### config.mk
export PLATFORM = sky130hd
export DESIGN_NAME = sdw_write_burst
export DESIGN_NICKNAME = d
export VERILOG_FILES = /design/src/pkg/sdw_pkg.sv /design/src/sdw_lane.sv /design/src/sdw_write_burst.sv
export SDC_FILE = /design/constraint.sdc
export NUM_CORES = 1
export LEC_CHECK = 0
export BUFFER_PORTS_ARGS = -buffer_cell sky130_fd_sc_hd__buf_4
export CORE_ASPECT_RATIO = 2
export CORE_MARGIN = 2
export CORE_UTILIZATION = 40
export CTS_CLUSTER_DIAMETER = 40
export DETAILED_ROUTE_END_ITERATION = 12
export PLACE_DENSITY = 0.61
export SLEW_MARGIN = 20
export SYNTH_ARGS = -nofsm -noshare
export SYNTH_HDL_FRONTEND = slang
export SYNTH_SLANG_ARGS = --single-unit
### constraint.sdc
create_clock -name clk -period 2.6 [get_ports clk]
set_input_delay 0.13 -clock clk [delete_from_list [all_inputs] [get_ports clk]]
set_output_delay 0.13 -clock clk [all_outputs]
set_load 0.02 [all_outputs]
### src/pkg/sdw_pkg.sv
// Purpose: constants and carrier types of the write-burst path
// Assumes: one 25 MHz clock, synchronous active-high reset
// Notes:   register layout is shared by the bus slave and its users
// Notes on behaviour
// RULE_01: Write latency is additive latency plus column latency minus one clock.
// RULE_02: Address bit ten high at write means automatic precharge after the burst.
// RULE_03: First element on first rising strobe edge, then every strobe edge.
// RULE_04: Controller holds strobe low before first rise and after last element.
// RULE_05: Controller places strobe rises at latency, within a quarter clock.
// RULE_06: After a burst the data lines stay undriven and extra data is dropped.
// RULE_07: Write issued half a burst later continues data without a gap.
// RULE_08: Controller never interrupts a four-element burst.
// RULE_09: Eight-element burst without precharge truncated only by a write two clocks later.
// RULE_10: Controller issues no precharge to either bank during a truncation.
// RULE_11: Interrupting write keeps its own auto precharge selection.
// RULE_12: Controller counts recovery from the full programmed burst end.
// RULE_13: Controller waits write-to-read delay, at least two clocks, before a read.
// RULE_14: Write-to-read wait applies within a device, not between ranks.
// RULE_15: Controller waits write recovery before precharging the written bank.
// RULE_16: Precharge to another bank needs no recovery wait.
// RULE_17: Controller keeps concurrent auto precharge spacing to other banks.
// RULE_18: Recovery field in mode bits eleven to nine times the auto precharge.
// RULE_19: Lower strobe times lower byte, upper strobe times upper byte.
// RULE_20: Masked element leaves the array location unchanged.
// RULE_21: Controller keeps clock enable high until the burst completes.
// RULE_22: Bank from bank select inputs, column from low address bits.
// RULE_23: Write decoded from select and strobe pins with clock enable high.
package sdw_pkg;

    // ************************************************************
    // Register map
    // ************************************************************
    localparam logic [3:0]  REG_CFG         = 4'h0;
    localparam logic [3:0]  REG_STATUS      = 4'h4;
    localparam logic [3:0]  REG_MEM_INDEX   = 4'h8;
    localparam logic [3:0]  REG_MEM_DATA    = 4'hC;

    localparam int          CFG_ADD_LAT_LSB = 0;
    localparam int          CFG_COL_LAT_LSB = 4;
    localparam int          CFG_BURST8_BIT  = 8;
    localparam int          CFG_RECOV_LSB   = 9;
    localparam int          CFG_WIDTH       = 12;
    localparam logic [11:0] CFG_RESET       = 12'h630;

    localparam int          STAT_ACTIVE_BIT = 0;
    localparam int          STAT_RECOV_BIT  = 1;
    localparam int          STAT_BANK_LSB   = 4;
    localparam int          STAT_COUNT_LSB  = 8;

    // ************************************************************
    // Structure and timing
    // ************************************************************
    localparam int          LANES           = 2;
    localparam int          SCHED_DEPTH     = 16;
    localparam int          MEM_DEPTH       = 64;
    localparam logic [3:0]  BURST_SHORT     = 4'h4;
    localparam logic [3:0]  BURST_LONG      = 4'h8;
    localparam logic [2:0]  RECOV_MIN       = 3'h1;

    typedef struct packed {
        logic        clkEnable;
        logic        chipSelectN;
        logic        rowStrobeN;
        logic        colStrobeN;
        logic        writeEnableN;
        logic [1:0]  bankSelect;
        logic [12:0] addr;
    } sdw_cmd_t;

    typedef struct packed {
        logic       valid;
        logic [1:0] bank;
        logic [3:0] col;
        logic       autoPre;
    } sdw_slot_t;

    typedef struct packed {
        logic                  on;
        logic [1:0]            bank;
        logic [3:0]            col;
        logic                  autoPre;
        logic [3:0]            limit;
        logic [LANES-1:0][3:0] cnt;
    } sdw_burst_t;

    typedef struct packed {
        logic       on;
        logic [1:0] bank;
        logic [2:0] count;
    } sdw_recov_t;

endpackage

### src/sdw_lane.sv
// Purpose: one byte lane, captures data on its own strobe edges
// Assumes: strobe, data and mask are pins from outside the clock domain
// Notes:   edges are seen on the synchronised strobe level
`timescale 1ns/1ns
module sdw_lane (
    input  wire logic       clk,
    input  wire logic       srst,
    input  wire logic       laneOpen,
    input  wire logic       strobePin,
    input  wire logic [7:0] dataPin,
    input  wire logic       maskPin,
    output logic            capValid,
    output logic [7:0]      capData,
    output logic            capMask
);
    typedef struct packed {
        logic [9:0] sync1;
        logic [9:0] sync2;
        logic       prevStrobe;
        logic       armed;
        logic       valid;
        logic [7:0] data;
        logic       mask;
    } sdw_lane_t;

    sdw_lane_t st;
    sdw_lane_t next_st;
    logic      rise;
    logic      fall;

    always_comb begin
        next_st = st;
        next_st.sync1 = {strobePin, maskPin, dataPin};
        next_st.sync2 = st.sync1;
        next_st.prevStrobe = st.sync2[9];
        rise = st.sync2[9] & ~st.prevStrobe;
        fall = ~st.sync2[9] & st.prevStrobe;
        // Preamble low: falling edges before the first rise are ignored
        next_st.armed = laneOpen & (st.armed | rise); // RULE_03
        next_st.valid = laneOpen & (rise | (fall & st.armed)); // RULE_03
        next_st.data = st.sync2[7:0];
        next_st.mask = st.sync2[8];
    end

    always_ff @(posedge clk) begin
        if (srst) begin
            st <= '0;
        end else begin
            st <= next_st;
        end
    end

    assign capValid = st.valid;
    assign capData  = st.data;
    assign capMask  = st.mask;
endmodule

### src/sdw_write_burst.sv
// Purpose: write-burst path of a four-bank DDR memory device
// Assumes: controller keeps strobe, clock enable and command spacing legal
// Notes:   small array stands in for the storage cells
//
// Chosen here: the Avalon-MM slave port and the placing of the registers.
`timescale 1ns/1ns
module sdw_write_burst (
    input  wire logic                clk,
    input  wire logic                srst,
    input  wire logic [3:0]          avs_address,
    input  wire logic                avs_read,
    input  wire logic                avs_write,
    input  wire logic [31:0]         avs_writedata,
    output logic [31:0]              avs_readdata,
    output logic                     avs_waitrequest,
    input  wire sdw_pkg::sdw_cmd_t   cmdPins,
    input  wire logic [15:0]         dataIn,
    input  wire logic [1:0]          byteMaskInput,
    input  wire logic                lowerByteStrobe,
    input  wire logic                upperByteStrobe,
    output logic [15:0]              dataOut,
    output logic                     dataOe,
    output logic                     autoPrechargeStrobe,
    output logic [1:0]               autoPrechargeBank
);
    // ************************************************************
    // State
    // ************************************************************
    typedef struct packed {
        sdw_pkg::sdw_cmd_t                              cmdSync1;
        sdw_pkg::sdw_cmd_t                              cmdSync2;
        logic [sdw_pkg::CFG_WIDTH-1:0]                  cfg;
        logic [5:0]                                     memIndex;
        sdw_pkg::sdw_slot_t [sdw_pkg::SCHED_DEPTH-1:0]  sched;
        sdw_pkg::sdw_burst_t                            burst;
        sdw_pkg::sdw_recov_t                            recov;
        logic                                           apPulse;
        logic [1:0]                                     apBank;
        logic [7:0]                                     writeCount;
        logic                                           ack;
        logic [31:0]                                    readData;
    } sdw_state_t;

    sdw_state_t                       st;
    sdw_state_t                       next_st;
    logic [7:0]                       mem [sdw_pkg::LANES][sdw_pkg::MEM_DEPTH];
    logic [sdw_pkg::LANES-1:0]        capValid;
    logic [sdw_pkg::LANES-1:0]        capMask;
    logic [sdw_pkg::LANES-1:0][7:0]   capData;
    logic [sdw_pkg::LANES-1:0]        strobes;
    logic [sdw_pkg::LANES-1:0]        memWe;
    logic [sdw_pkg::LANES-1:0][5:0]   memAddr;
    logic                             isWrite;
    logic [3:0]                       writeLatency;
    logic [2:0]                       recovery;
    logic                             burstLenEight;
    logic                             burstDone;
    logic                             busReq;

    // Element slot inside the burst, wrapping in its aligned block
    function automatic logic [5:0] slotOf(input sdw_pkg::sdw_burst_t b, input logic [3:0] n, input logic eight);
        logic [2:0] off;
        off = b.col[2:0] + n[2:0];
        slotOf = eight ? {b.bank, b.col[3], off} : {b.bank, b.col[3:2], off[1:0]};
    endfunction

    // ************************************************************
    // Byte lanes
    // ************************************************************
    assign strobes = {upperByteStrobe, lowerByteStrobe};

    for (genvar l = 0; l < sdw_pkg::LANES; l++) begin : gLane
        sdw_lane uLane ( // RULE_19
            .clk       (clk),
            .srst      (srst),
            .laneOpen  (st.burst.on),
            .strobePin (strobes[l]),
            .dataPin   (dataIn[8*l +: 8]),
            .maskPin   (byteMaskInput[l]),
            .capValid  (capValid[l]),
            .capData   (capData[l]),
            .capMask   (capMask[l])
        );
    end

    // ************************************************************
    // Next state
    // ************************************************************
    always_comb begin
        next_st = st;
        memWe = '0;
        memAddr = '0;
        next_st.cmdSync1 = cmdPins;
        next_st.cmdSync2 = st.cmdSync1;
        isWrite = st.cmdSync2.clkEnable & ~st.cmdSync2.chipSelectN & st.cmdSync2.rowStrobeN
                  & ~st.cmdSync2.colStrobeN & ~st.cmdSync2.writeEnableN; // RULE_23
        writeLatency = {1'b0, st.cfg[sdw_pkg::CFG_ADD_LAT_LSB +: 3]}
                       + {1'b0, st.cfg[sdw_pkg::CFG_COL_LAT_LSB +: 3]} - 4'h1; // RULE_01
        recovery = st.cfg[sdw_pkg::CFG_RECOV_LSB +: 3];
        burstLenEight = st.cfg[sdw_pkg::CFG_BURST8_BIT];

        // Latency line: each command walks down to slot zero
        for (int i = 0; i < sdw_pkg::SCHED_DEPTH - 1; i++) begin
            next_st.sched[i] = st.sched[i + 1];
        end
        next_st.sched[sdw_pkg::SCHED_DEPTH-1] = '0;
        if (isWrite && writeLatency != 4'h0) begin
            next_st.sched[writeLatency - 4'h1] = {1'b1, st.cmdSync2.bankSelect,
                                                  st.cmdSync2.addr[3:0], st.cmdSync2.addr[10]}; // RULE_01 RULE_22 RULE_02
        end

        // Captured elements beyond the burst length are dropped
        for (int l = 0; l < sdw_pkg::LANES; l++) begin
            if (capValid[l] && st.burst.on && st.burst.cnt[l] < st.burst.limit) begin // RULE_06
                memWe[l] = ~capMask[l]; // RULE_20
                memAddr[l] = slotOf(st.burst, st.burst.cnt[l], burstLenEight);
                next_st.burst.cnt[l] = st.burst.cnt[l] + 4'h1; // RULE_03
            end
        end
        burstDone = st.burst.on;
        for (int l = 0; l < sdw_pkg::LANES; l++) begin
            burstDone = burstDone & (next_st.burst.cnt[l] == st.burst.limit);
        end

        // Recovery countdown ahead of the internal precharge
        next_st.apPulse = 1'b0;
        if (st.recov.on) begin
            if (st.recov.count <= sdw_pkg::RECOV_MIN) begin
                next_st.apPulse = 1'b1; // RULE_02
                next_st.apBank = st.recov.bank;
                next_st.recov.on = 1'b0;
            end else begin
                next_st.recov.count = st.recov.count - 3'h1;
            end
        end
        if (burstDone) begin
            next_st.burst.on = 1'b0;
            if (st.burst.autoPre) begin
                next_st.recov.on = 1'b1; // RULE_02
                next_st.recov.bank = st.burst.bank;
                next_st.recov.count = (recovery == 3'h0) ? sdw_pkg::RECOV_MIN : recovery; // RULE_18
            end
        end

        // A start takes over the lanes: concatenation or truncation at four
        if (st.sched[0].valid) begin
            next_st.burst.on = 1'b1; // RULE_07 RULE_09
            next_st.burst.bank = st.sched[0].bank; // RULE_22
            next_st.burst.col = st.sched[0].col;
            next_st.burst.autoPre = st.sched[0].autoPre; // RULE_11
            next_st.burst.limit = burstLenEight ? sdw_pkg::BURST_LONG : sdw_pkg::BURST_SHORT;
            next_st.burst.cnt = '0;
            next_st.writeCount = st.writeCount + 8'h1;
        end

        // Bus slave: one wait state, then the answer
        busReq = avs_read | avs_write;
        next_st.ack = busReq & ~st.ack;
        // Write lands only at the edge where waitrequest is seen low
        if (avs_write && st.ack) begin
            case (avs_address)
                sdw_pkg::REG_CFG: begin
                    next_st.cfg = avs_writedata[sdw_pkg::CFG_WIDTH-1:0];
                end
                sdw_pkg::REG_MEM_INDEX: begin
                    next_st.memIndex = avs_writedata[5:0];
                end
                default: begin
                end
            endcase
        end
        if (busReq && !st.ack) begin
            next_st.readData = '0;
            if (avs_read) begin
                case (avs_address)
                    sdw_pkg::REG_CFG: begin
                        next_st.readData[sdw_pkg::CFG_WIDTH-1:0] = st.cfg;
                    end
                    sdw_pkg::REG_STATUS: begin
                        next_st.readData[sdw_pkg::STAT_ACTIVE_BIT] = st.burst.on;
                        next_st.readData[sdw_pkg::STAT_RECOV_BIT] = st.recov.on;
                        next_st.readData[sdw_pkg::STAT_BANK_LSB +: 2] = st.burst.bank;
                        next_st.readData[sdw_pkg::STAT_COUNT_LSB +: 8] = st.writeCount;
                    end
                    sdw_pkg::REG_MEM_INDEX: begin
                        next_st.readData[5:0] = st.memIndex;
                    end
                    sdw_pkg::REG_MEM_DATA: begin
                        next_st.readData[15:0] = {mem[1][st.memIndex], mem[0][st.memIndex]};
                    end
                    default: begin
                    end
                endcase
            end
        end
    end

    // ************************************************************
    // Registers and storage
    // ************************************************************
    always_ff @(posedge clk) begin
        if (srst) begin
            st <= '0;
            st.cfg <= sdw_pkg::CFG_RESET;
        end else begin
            st <= next_st;
        end
    end

    // Storage has no reset: contents are undefined until written
    always_ff @(posedge clk) begin
        for (int l = 0; l < sdw_pkg::LANES; l++) begin
            if (memWe[l]) begin
                mem[l][memAddr[l]] <= capData[l]; // RULE_20
            end
        end
    end

    assign avs_waitrequest     = busReq & ~st.ack;
    assign avs_readdata        = st.readData;
    assign dataOut             = '0;
    assign dataOe              = 1'b0; // RULE_06
    assign autoPrechargeStrobe = st.apPulse;
    assign autoPrechargeBank   = st.apBank;
endmodule

==> summary.md, run 1 <==
| Metric | Value |
|---|---|
| Outcome | completed |
| Number of setup violations in the final report | 0 |
| Routability congestion estimate | 0.878 |
| FMAX | 0.392 GHz |
| WS Path Type | reg -> reg |
| RSZ-0062 raised after global routing | true |
| DR WL/cell | 24.8 um |
| Post-Syn Area | 50,500 sq um |
| Total power | 40.2 mW |
| WHS Endpoint | st[32]$_SDFF_PP0_ |
| Core area | 125,000 sq um |
| Seq/Total Area, Yosys | 72.2% |
| Hold path cells | 5 |
| Mapped Cells | 2,967 |
| Post-layout min period | 2550 ps |
| DR vias | 27,397 |
| Final Skew | 27.1 ps |
| Tcrit/Tclk final | 98.2% |
| WP data required | 3250 ps |
| Seq cells post-synth | 1,310 |
| # fillers | 10,624 |
| H-tree Lvls | 3 |
| IO Pins | 133 |
| Post-synth EDFFs | 1,024 |
| Die ar. | 129,000 sq um |
| Hold Crit Class | in -> reg |
| GRT overflow | 0 |
| Max cap viols | 0 |
| Die extent in y | 507 um |
| CP arrival | 3200 ps |
| Dpl hpwl | 90.7 mm |
| Cell variety after synth | 68 |
| FP Rows | 184 |
| Cell Pwr Density | 664 nW/um^2 |
| Crit end category | register |
| Worst r2r path cells | 8 |
| Register area | 36,500 sq um |
| DRT antenna net count | 0 |
| Min-delay src | avs_write |
| Worst Setup SP | st[200]$_SDFFE_PP0P_ |
| Leakage | 19.6 nW |
| Area Growth Syn to Fin | 19.9% |
| Predominant post-synthesis flop cell | edfxtp_1 |
| Worst r2r dst | avs_readdata[6]$_SDFFE_PP0P_ |
| Worst-path maximum fanout | 17 |
| Total GRT Usage | 20.0% |
| Global-route wire length before repair | 188 mm |
| Vias in the first global route | 28,348 |
| Post-synth ARST share | 0% |
| Initial core utilization | 40.3% |
| RR Startpoint | st[200]$_SDFFE_PP0P_ |
| Pre-antenna DRT Iters | 5 |
| CTS Buf Count | 108 |
| Max Root-Sink Buffers | 3 |
| Final hold violations | 0 |
| Via density | 5.26 |
| Width of the die | 255 um |
| Final Max Slew Viols | 0 |
| Net count reported at finish | 3,533 |
| DRT Wirelength | 129 mm |
| Setup_tns | 0 ps |
| Drt drc | 0 |
| Fraction of layout cells with a size suffix above 1 | 27.3% |
| Worst IR Drop VDD | 0.567 mV |
| Pin count of the biggest net entering global routing | 226 |
| CTS clock-pin slew for the worst setup and hold paths | 70 ps |
| Syn_area_per_cell | 17.0 sq um |
| First-iteration detailed-routing DRC count | 2,081 |
| Clock Sinks | 1,310 |
| Most frequent cells in the layout | edfxtp_1, buf_4, mux2i_1, nor2_1, dfxtp_1 |
| Most common cell after layout, fill and taps aside | edfxtp_1 |
| CTS tree | done |
| Slew @ Worst Pin | 1040 ps |
| Worst reg2reg setup slack | 50 ps |
| Relative slew slack | 30.5% |
| Worst-Skew Late Latency | 720 ps |
| Port Buffers | 71 |
| Startpoint types | register |
| Area of the multi-input gates | 13,300 sq um |
| Initial antenna violation count | 1 |
| YS warnings | 0 |
| Root buf cell | clkbuf_16 |
==> layout make-up <==
type / instances / share of cell area, %
diodes: 1 / 0.00413
clock inverters: 62 / 1.19
inverters: 28 / 0.173
clock buffers: 142 / 4.94
multi-input cells: 1470 / 22.0
flip-flops and latches: 1310 / 60.2
repair buffers: 519 / 8.03
well taps: 1674 / 3.46
==> flip-flops by register name, summed over array words and instances (netlist names), 3 cells and up <==
register	cells
st	187
gLane.uLane.st	4
avs_readdata	16
gLane.uLane.capData	16
mem	1024
recovery	3
gLane.uLane.next_st	40
next_st	12
==> worst max path at each step <==
stage	slack, ps	end	cells past startpoint
2_1_floorplan	7	st[150]$_SDFF_PP0_	10
3_3_place_gp	-170	mem[0][158]$_DFFE_PP_	11
3_5_place_dp	-150	mem[0][428]$_DFFE_PP_	11
4_1_cts	8	mem[0][150]$_DFFE_PP_	12
5_1_grt	-80	mem[0][434]$_DFFE_PP_	12
6_report	50	avs_readdata[6]$_SDFFE_PP0P_	8
==> what timing repair did <==
action                     4_1_cts  5_1_grt
hold endpoints to repair        63        0
setup endpoints to repair      434      881
gates resized for setup         21      117
pin swaps                        6        8
hold buffers                    66        0
setup buffers                    0        5
==> kinds of logic after synthesis <==
kind of cell             synth area share, %
XOR/XNOR                               0.381
flip-flops                              72.2
other                                0.00742
AND/OR/NAND/NOR                         5.83
buffers and inverters                   2.41
multiplexers                            15.9
adder cells (fa/ha/maj)                0.441
AO/OA/AOI/OAI                           2.91
==> Yosys cell counts (11+ instances only) <==
cell | instances | area share, %
clkbuf_1 | 73 | 0.54
nand2b_1 | 12 | 0.15
nor3_1 | 13 | 0.13
o21ai_0 | 16 | 0.16
nor2b_1 | 98 | 1.2
nand2_1 | 90 | 0.67
buf_4 | 64 | 0.95
mux2_2 | 11 | 0.25
nand3_1 | 23 | 0.23
nor2_1 | 337 | 2.5
a21oi_1 | 70 | 0.69
edfxtp_1 | 1024 | 61
inv_1 | 28 | 0.21
mux2i_1 | 313 | 6.2
buf_2 | 46 | 0.46
dfxtp_1 | 286 | 11
mux4_2 | 210 | 9.4
ha_1 | 13 | 0.32
xnor2_1 | 14 | 0.24
a22oi_1 | 79 | 1.2
==> critical path, cell delays in order, from the launching register on <==
cell and delay, ps:
dfxtp_4 560, buf_4 340, mux2i_1 120, a221oi_1 320, buf_4 180, o22ai_1 60
a2111oi_0 540, buf_4 240, or3_1 110
==> per-stage QoR <==
| stage | instance area, sq um | hold slack, ps | setup slack (ps) | instances | utilization [%] |
|---|---|---|---|---|---|
| 6_report | 60600 | 115 | 46.5 | 5206 | 48.3 |
| 5_1_grt | 60600 | 99.0 | -75.2 | 5206 | 48.3 |
| 4_1_cts | 60100 | 30.5 | 7.91 | 5200 | 47.9 |
| 3_5_place_dp | 55700 | 344 | -149 | 4931 | 44.4 |
| 3_3_place_gp | 55700 | 340 | -170 | 4931 | 44.4 |
| 2_1_floorplan | 50700 | 251 | 6.65 | 3007 | - |
==> where the power goes <==
part / internal (mW) / switching [mW]
sequential: 22.5 / 0.0849
clock: 9.35 / 7.68
combinational: 0.253 / 0.399
total: 32.1 / 8.16
==> routing by layer <==
| layer | global-route usage (%) | share of wire (%) | wire length [um] |
|---|---|---|---|
| met5 | 0 | 0 | 0 |
| met4 | 12.0 | 6.6 | 8570 |
| met3 | 2.83 | 4.3 | 5560 |
| met2 | 38.6 | 56 | 72300 |
| met1 | 19.9 | 33 | 42800 |
(Power assumes the default switching activity.)
==> inputs of run 2 (changes only) <==
Clock period 2.6 ns to 2.3 ns, I/O delays scaled along.
==> summary.md, run 2 (synthesis gave the netlist of run 1 again) <==
| Metric | Value |
|---|---|
| Outcome | finished, violations left |
| Failing checks | hold timing, setup timing |
| Max reg flops | 1,024 |
| Switch share | 20.8% |
| Hold path cells | 5 |
| Vias in the first global route | 29,323 |
| Worst r2r dst | mem[0][790]$_DFFE_PP_ |
| Area Growth Syn to Fin | 26.1% |
| Root buf cell | clkbuf_16 |
| Psw | 9.45 mW |
| Startpoint types | register |
| Crit end category | register |
| Dpl hpwl | 93.9 mm |
| Worst-Skew Late Latency | 760 ps |
| Tcrit/Tclk final | 109% |
| Comb power frac | 1.7% |
| Via density | 5.28 |
| Most frequent cells in the layout | edfxtp_1, buf_4, mux2i_1, dfxtp_1, mux4_2 |
| H-tree Lvls | 3 |
| DRT Wirelength | 135 mm |
| Worst Setup SP | st[63]$_SDFFE_PP0P_ |
| Min setup slack post-route | -200 ps |
| DRT antenna net count | 0 |
| Fin area | 63,700 sq um |
| Initial core utilization | 40.3% |
| Number of setup violations in the final report | 948 |
| Drt drc | 0 |
| RR Startpoint | st[63]$_SDFFE_PP0P_ |
| Slew @ Worst Pin | 984 ps |
| CTS Buf Count | 108 |
| Final Max Slew Viols | 0 |
| CP arrival | 2930 ps |
| WP data required | 2730 ps |
| Worst-path maximum fanout | 8 |
| Initial antenna violation count | 1 |
| Max cap viols | 0 |
| Final hold violations | 2 |
| Crit path capture | mem[0][790]$_DFFE_PP_ |
| Worst reg2reg setup slack | -200 ps |
| Leakage | 20.5 nW |
| Clock power share | 42.2% |
| Worst r2r path cells | 11 |
| DR WL/cell | 25.3 um |
| Clock Sinks | 1,310 |
| Core area | 125,000 sq um |
| Die ar. | 129,000 sq um |
| Relative slew slack | 34.4% |
| Hold_ws | -40.2 ps |
| Port Buffers | 71 |
| FP Rows | 184 |
| Post-Place Setup Slack | -517 ps |
| DR vias | 28,096 |
| Pre-antenna DRT Iters | 8 |
| Pint | 36.0 mW |
| Worst IR Drop VDD | 0.668 mV |
| CTS clock-pin slew for the worst setup and hold paths | 70 ps |
| Global-route wire length before repair | 194 mm |
| FMAX | 0.400 GHz |
| Max Root-Sink Buffers | 3 |
| First-iteration detailed-routing DRC count | 1,980 |
| Width of the die | 255 um |
| Total GRT Usage | 20.7% |
| Flop pwr share | 56.0% |
| CTS tree | done |
| Routability congestion estimate | 0.884 |
| Post-layout min period | 2500 ps |
| Net count reported at finish | 3,651 |
| IO Pins | 133 |
| Final Skew | 41.2 ps |
| Pin count of the biggest net entering global routing | 146 |
| Die extent in y | 507 um |
| Cell Pwr Density | 714 nW/um^2 |
| Fraction of layout cells with a size suffix above 1 | 34.4% |
| GRT overflow | 0 |
| RSZ-0062 raised after global routing | true |
| DP Area | 56,800 sq um |
| Most common cell after layout, fill and taps aside | edfxtp_1 |
| WS Path Type | reg -> reg |
| Hold Crit Class | in -> reg |
-- run 2: cell types whose count changed in the layout (fill, tap and decap cells not counted), sizes merged, moves of 5 or more --
cell | before | now
buf | 452 | 574
clkinvlp | 5 | 15
clkbuf | 143 | 135
clkinv | 27 | 32
dlygate4sd3 | 66 | 61
inv | 46 | 41
-- run 2: timing repair --
| action | 4_1_cts | 5_1_grt |
|---|---|---|
| pin swaps | 48 | 65 |
| buffers inserted | 13 | 21 |
| cloned | 2 | 0 |
| resized for setup | 251 | 323 |
| endpoints found under the setup margin | 1153 | 1157 |
| endpoints found under the hold margin | 87 | 0 |
| hold buffers | 62 | 0 |
-- run 2: final cells by class --
class	count	area, sq um
sequential	1310	36500
inverter	28	108
multi-input combinational	1470	14600
clock buffer	134	2880
timing repair buffer	637	6710
clock inverter	71	832
fill	10181	61800
tap	1674	2090
antenna	1	2.50
-- run 2: power by group through the flow --
| stage | Sequential [mW] | Clock (mW) | Combinational, mW |
|---|---|---|---|
| 6_report | 25.5 | 19.2 | 0.794 |
| 5_1_grt | 25.5 | 20.4 | 0.849 |
| 4_1_cts | 25.5 | 19.6 | 0.790 |
| 3_5_place_dp | 26.0 | 0 | 0.708 |
| 3_3_place_gp | 26.0 | 0 | 0.696 |
| 2_1_floorplan | 26.0 | 0 | 0.389 |
-- run 2: how the worst min path moves through the flow --
stage / start / endpoint / slack (ps)
floorplan: avs_writedata[5] / st[209]$_SDFFE_PP1P_ / 240
global placement: cmdPins[19] / next_st[235]$_SDFF_PP0_ / 320
detailed placement: cmdPins[16] / next_st[232]$_SDFF_PP0_ / 330
CTS: avs_address[0] / avs_readdata[3]$_SDFFE_PP0P_ / 40
global route: avs_address[0] / avs_readdata[2]$_SDFFE_PP0P_ / 10
finish: avs_address[0] / avs_readdata[2]$_SDFFE_PP0P_ / -40
-- run 2: through the flow --
| step | power, mW | setup TNS, ps | hold WS [ps] | std cells | utilization [%] |
|---|---|---|---|---|---|
| after floorplan | 26.4 | -170120 | 236 | 3007 | - |
| after global placement | 26.7 | -176710 | 325 | 5026 | 45.3 |
| after detailed placement | 26.7 | -200360 | 329 | 5026 | 45.3 |
| after CTS | 45.8 | -104700 | 41.9 | 5306 | 49.6 |
| after global routing | 46.7 | -140190 | 14.0 | 5325 | 50.8 |
| final | 45.5 | -59980 | -40.2 | 5325 | 50.8 |
-- run 2: layer usage --
metal / up-vias / global-route usage (%) / routed length (um)
met2: 836 / 40.4 / 75500
li1: 12465 / - / -
met5: - / 0 / 0
met3: 303 / 2.43 / 5720
met4: 0 / 12.7 / 9380
met1: 14492 / 20.5 / 43900
-- run 2: critical path: stages (launching register included) --
cell and delay [ps]:
dfxtp_2 340, ha_2 160, inv_1 50, fa_2 350, xnor2_2 160, nand2_2 120, xnor2_2 200, buf_6 160
nand4_1 150, buf_12 220, nor2_4 110, buf_8 150
==> inputs of run 3 (changes only) <==
Settings changed: CAP_MARGIN from default to 5, CORE_UTILIZATION 40 to 56, PLACE_DENSITY 0.61 to 0.8.
==> summary.md, run 3 (synthesis gave the netlist of run 1 again) <==
| Metric | Value |
|---|---|
| Pre-antenna DRT Iters | 9 |
| Die ar. | 92,800 sq um |
| Clock Sinks | 1,310 |
| Placed Cells | 4,456 |
| FP Rows | 155 |
| WS Path Type | reg -> reg |
| Cell Pwr Density | 722 nW/um^2 |
| Crit end category | register |
| Relative slew slack | 34.1% |
| Initial antenna violation count | 1 |
| Max reg flops | 1,024 |
| First-iteration detailed-routing DRC count | 3,208 |
| Core area | 89,400 sq um |
| Startpoint types | register |
| WP data required | 2720 ps |
| Post-Place Setup Slack | -367 ps |
| Max cap viols | 0 |
| DR vias | 29,534 |
| Drt drc | 0 |
| Die extent in y | 429 um |
| Max Root-Sink Buffers | 3 |
| Outcome | finished, violations left |
| Net count reported at finish | 3,577 |
| Area Growth Syn to Fin | 21.9% |
| Slew @ Worst Pin | 989 ps |
| Fin area | 61,600 sq um |
| Failing checks | setup timing |
| DR WL/cell | 28.9 um |
| Leakage | 20.0 nW |
| Vias in the first global route | 30,662 |
| Final Max Slew Viols | 0 |
| Fraction of layout cells with a size suffix above 1 | 32.0% |
| Total GRT Usage | 28.7% |
| Post-layout min period | 2590 ps |
| Dpl hpwl | 86.6 mm |
| Via density | 6.22 |
| CTS Buf Count | 105 |
| Port Buffers | 71 |
| Routability congestion estimate | 0.968 |
| H-tree Lvls | 3 |
| Min setup slack post-route | -287 ps |
| Initial core utilization | 56.5% |
| Ant diodes | 0 |
| Final cell count without fillers | 4,748 |
| DP Area | 55,300 sq um |
| CTS tree | done |
| Hold Crit Class | in -> reg |
| IO Pins | 133 |
| RSZ-0062 raised after global routing | true |
| FMAX | 0.387 GHz |
| Final Skew | 37.7 ps |
| GRT overflow | 0 |
| CTS clock-pin slew for the worst setup and hold paths | 70 ps |
| Worst IR Drop VDD | 0.812 mV |
| Final hold violations | 0 |
| Most common cell after layout, fill and taps aside | edfxtp_1 |
| CP arrival | 3000 ps |
| Pin count of the biggest net entering global routing | 204 |
| DRT Wirelength | 137 mm |
| Worst-Skew Late Latency | 730 ps |
| Global-route wire length before repair | 194 mm |
| Total power | 44.5 mW |
| Tcrit/Tclk final | 112% |
| Most frequent cells in the layout | edfxtp_1, buf_4, mux2i_1, dfxtp_1 |
| DRT antenna net count | 0 |
| Width of the die | 216 um |
| Number of setup violations in the final report | 1,149 |
| Worst-path maximum fanout | 8 |
| Root buf cell | clkbuf_16 |
==> run 3: changes by cell type in the layout (fill, tap and decap cells not counted), sizes merged <==
cell	change
diode	-1
dlygate4sd3	-5
clkinvlp	-10
bufbuf	-1
clkinv	+16
inv	-5
buf	-66
clkbuf	-5
bufinv	-3
==> run 3: repair_timing <==
item                                    in CTS  in global routing
endpoints found under the setup margin    1153               1166
pin swaps                                   35                 78
setup buffers                                8                 33
cloned                                       0                  1
hold endpoints to repair                    56                  0
hold buffers                                56                  0
gates resized for setup                    214                288
==> run 3: layer usage <==
metal	GRT usage, %	part of all wire, %
met1	30.6	31
met3	4.47	7.6
met5	0	0
met2	50.9	53
met4	21.3	8.7
==> run 3: power by group <==
part	switching (mW)	internal [mW]	total, mW
combinational	0.486	0.287	0.773
sequential	0.0950	25.4	25.5
clock	8.61	9.67	18.3
total	9.19	35.3	44.5
==> run 3: worst paths after layout <==
check,from,endpoint,slack [ps],cells after the start
max,st[63]$_SDFFE_PP0P_,mem[0][522]$_DFFE_PP_,-290,11
min,avs_address[2],avs_readdata[3]$_SDFFE_PP0P_,50,4
max reg2reg,st[63]$_SDFFE_PP0P_,mem[0][522]$_DFFE_PP_,-290,11
min reg2reg,gLane[0].uLane.next_st[14]$_SDFF_PP0_,gLane[0].uLane.next_st[3]$_SDFF_PP0_,430,1
==> run 3: layout make-up <==
| class | instances | area (sq um) |
|---|---|---|
| Clock inverter | 69 | 681 |
| Timing Repair Buffer | 566 | 5680 |
| Multi-Input combinational cell | 1470 | 14400 |
| Clock buffer | 128 | 2790 |
| Sequential cell | 1310 | 36500 |
| Fill cell | 5105 | 27800 |
| Inverter | 28 | 108 |
| Tap cell | 1177 | 1470 |
==> run 3: per-stage QoR <==
step	utilization, %	hold slack, ps	TNS (ps)
6_report	68.9	45.7	-194140
5_1_grt	68.9	86.6	-269270
4_1_cts	67.3	7.05	-173680
3_5_place_dp	61.8	329	-274210
3_3_place_gp	61.8	325	-185240
2_1_floorplan	-	236	-170120
==> run 3: worst max-delay path, stage by stage (launching register included) <==
cell     delay [ps]
dfxtp_4         380
ha_4            130
inv_2            40
fa_2            400
xnor2_2         200
nand2_4         130
xnor2_4         240
buf_6           150
nand2_4          50
buf_12          170
nor2_1          150
buf_4           210
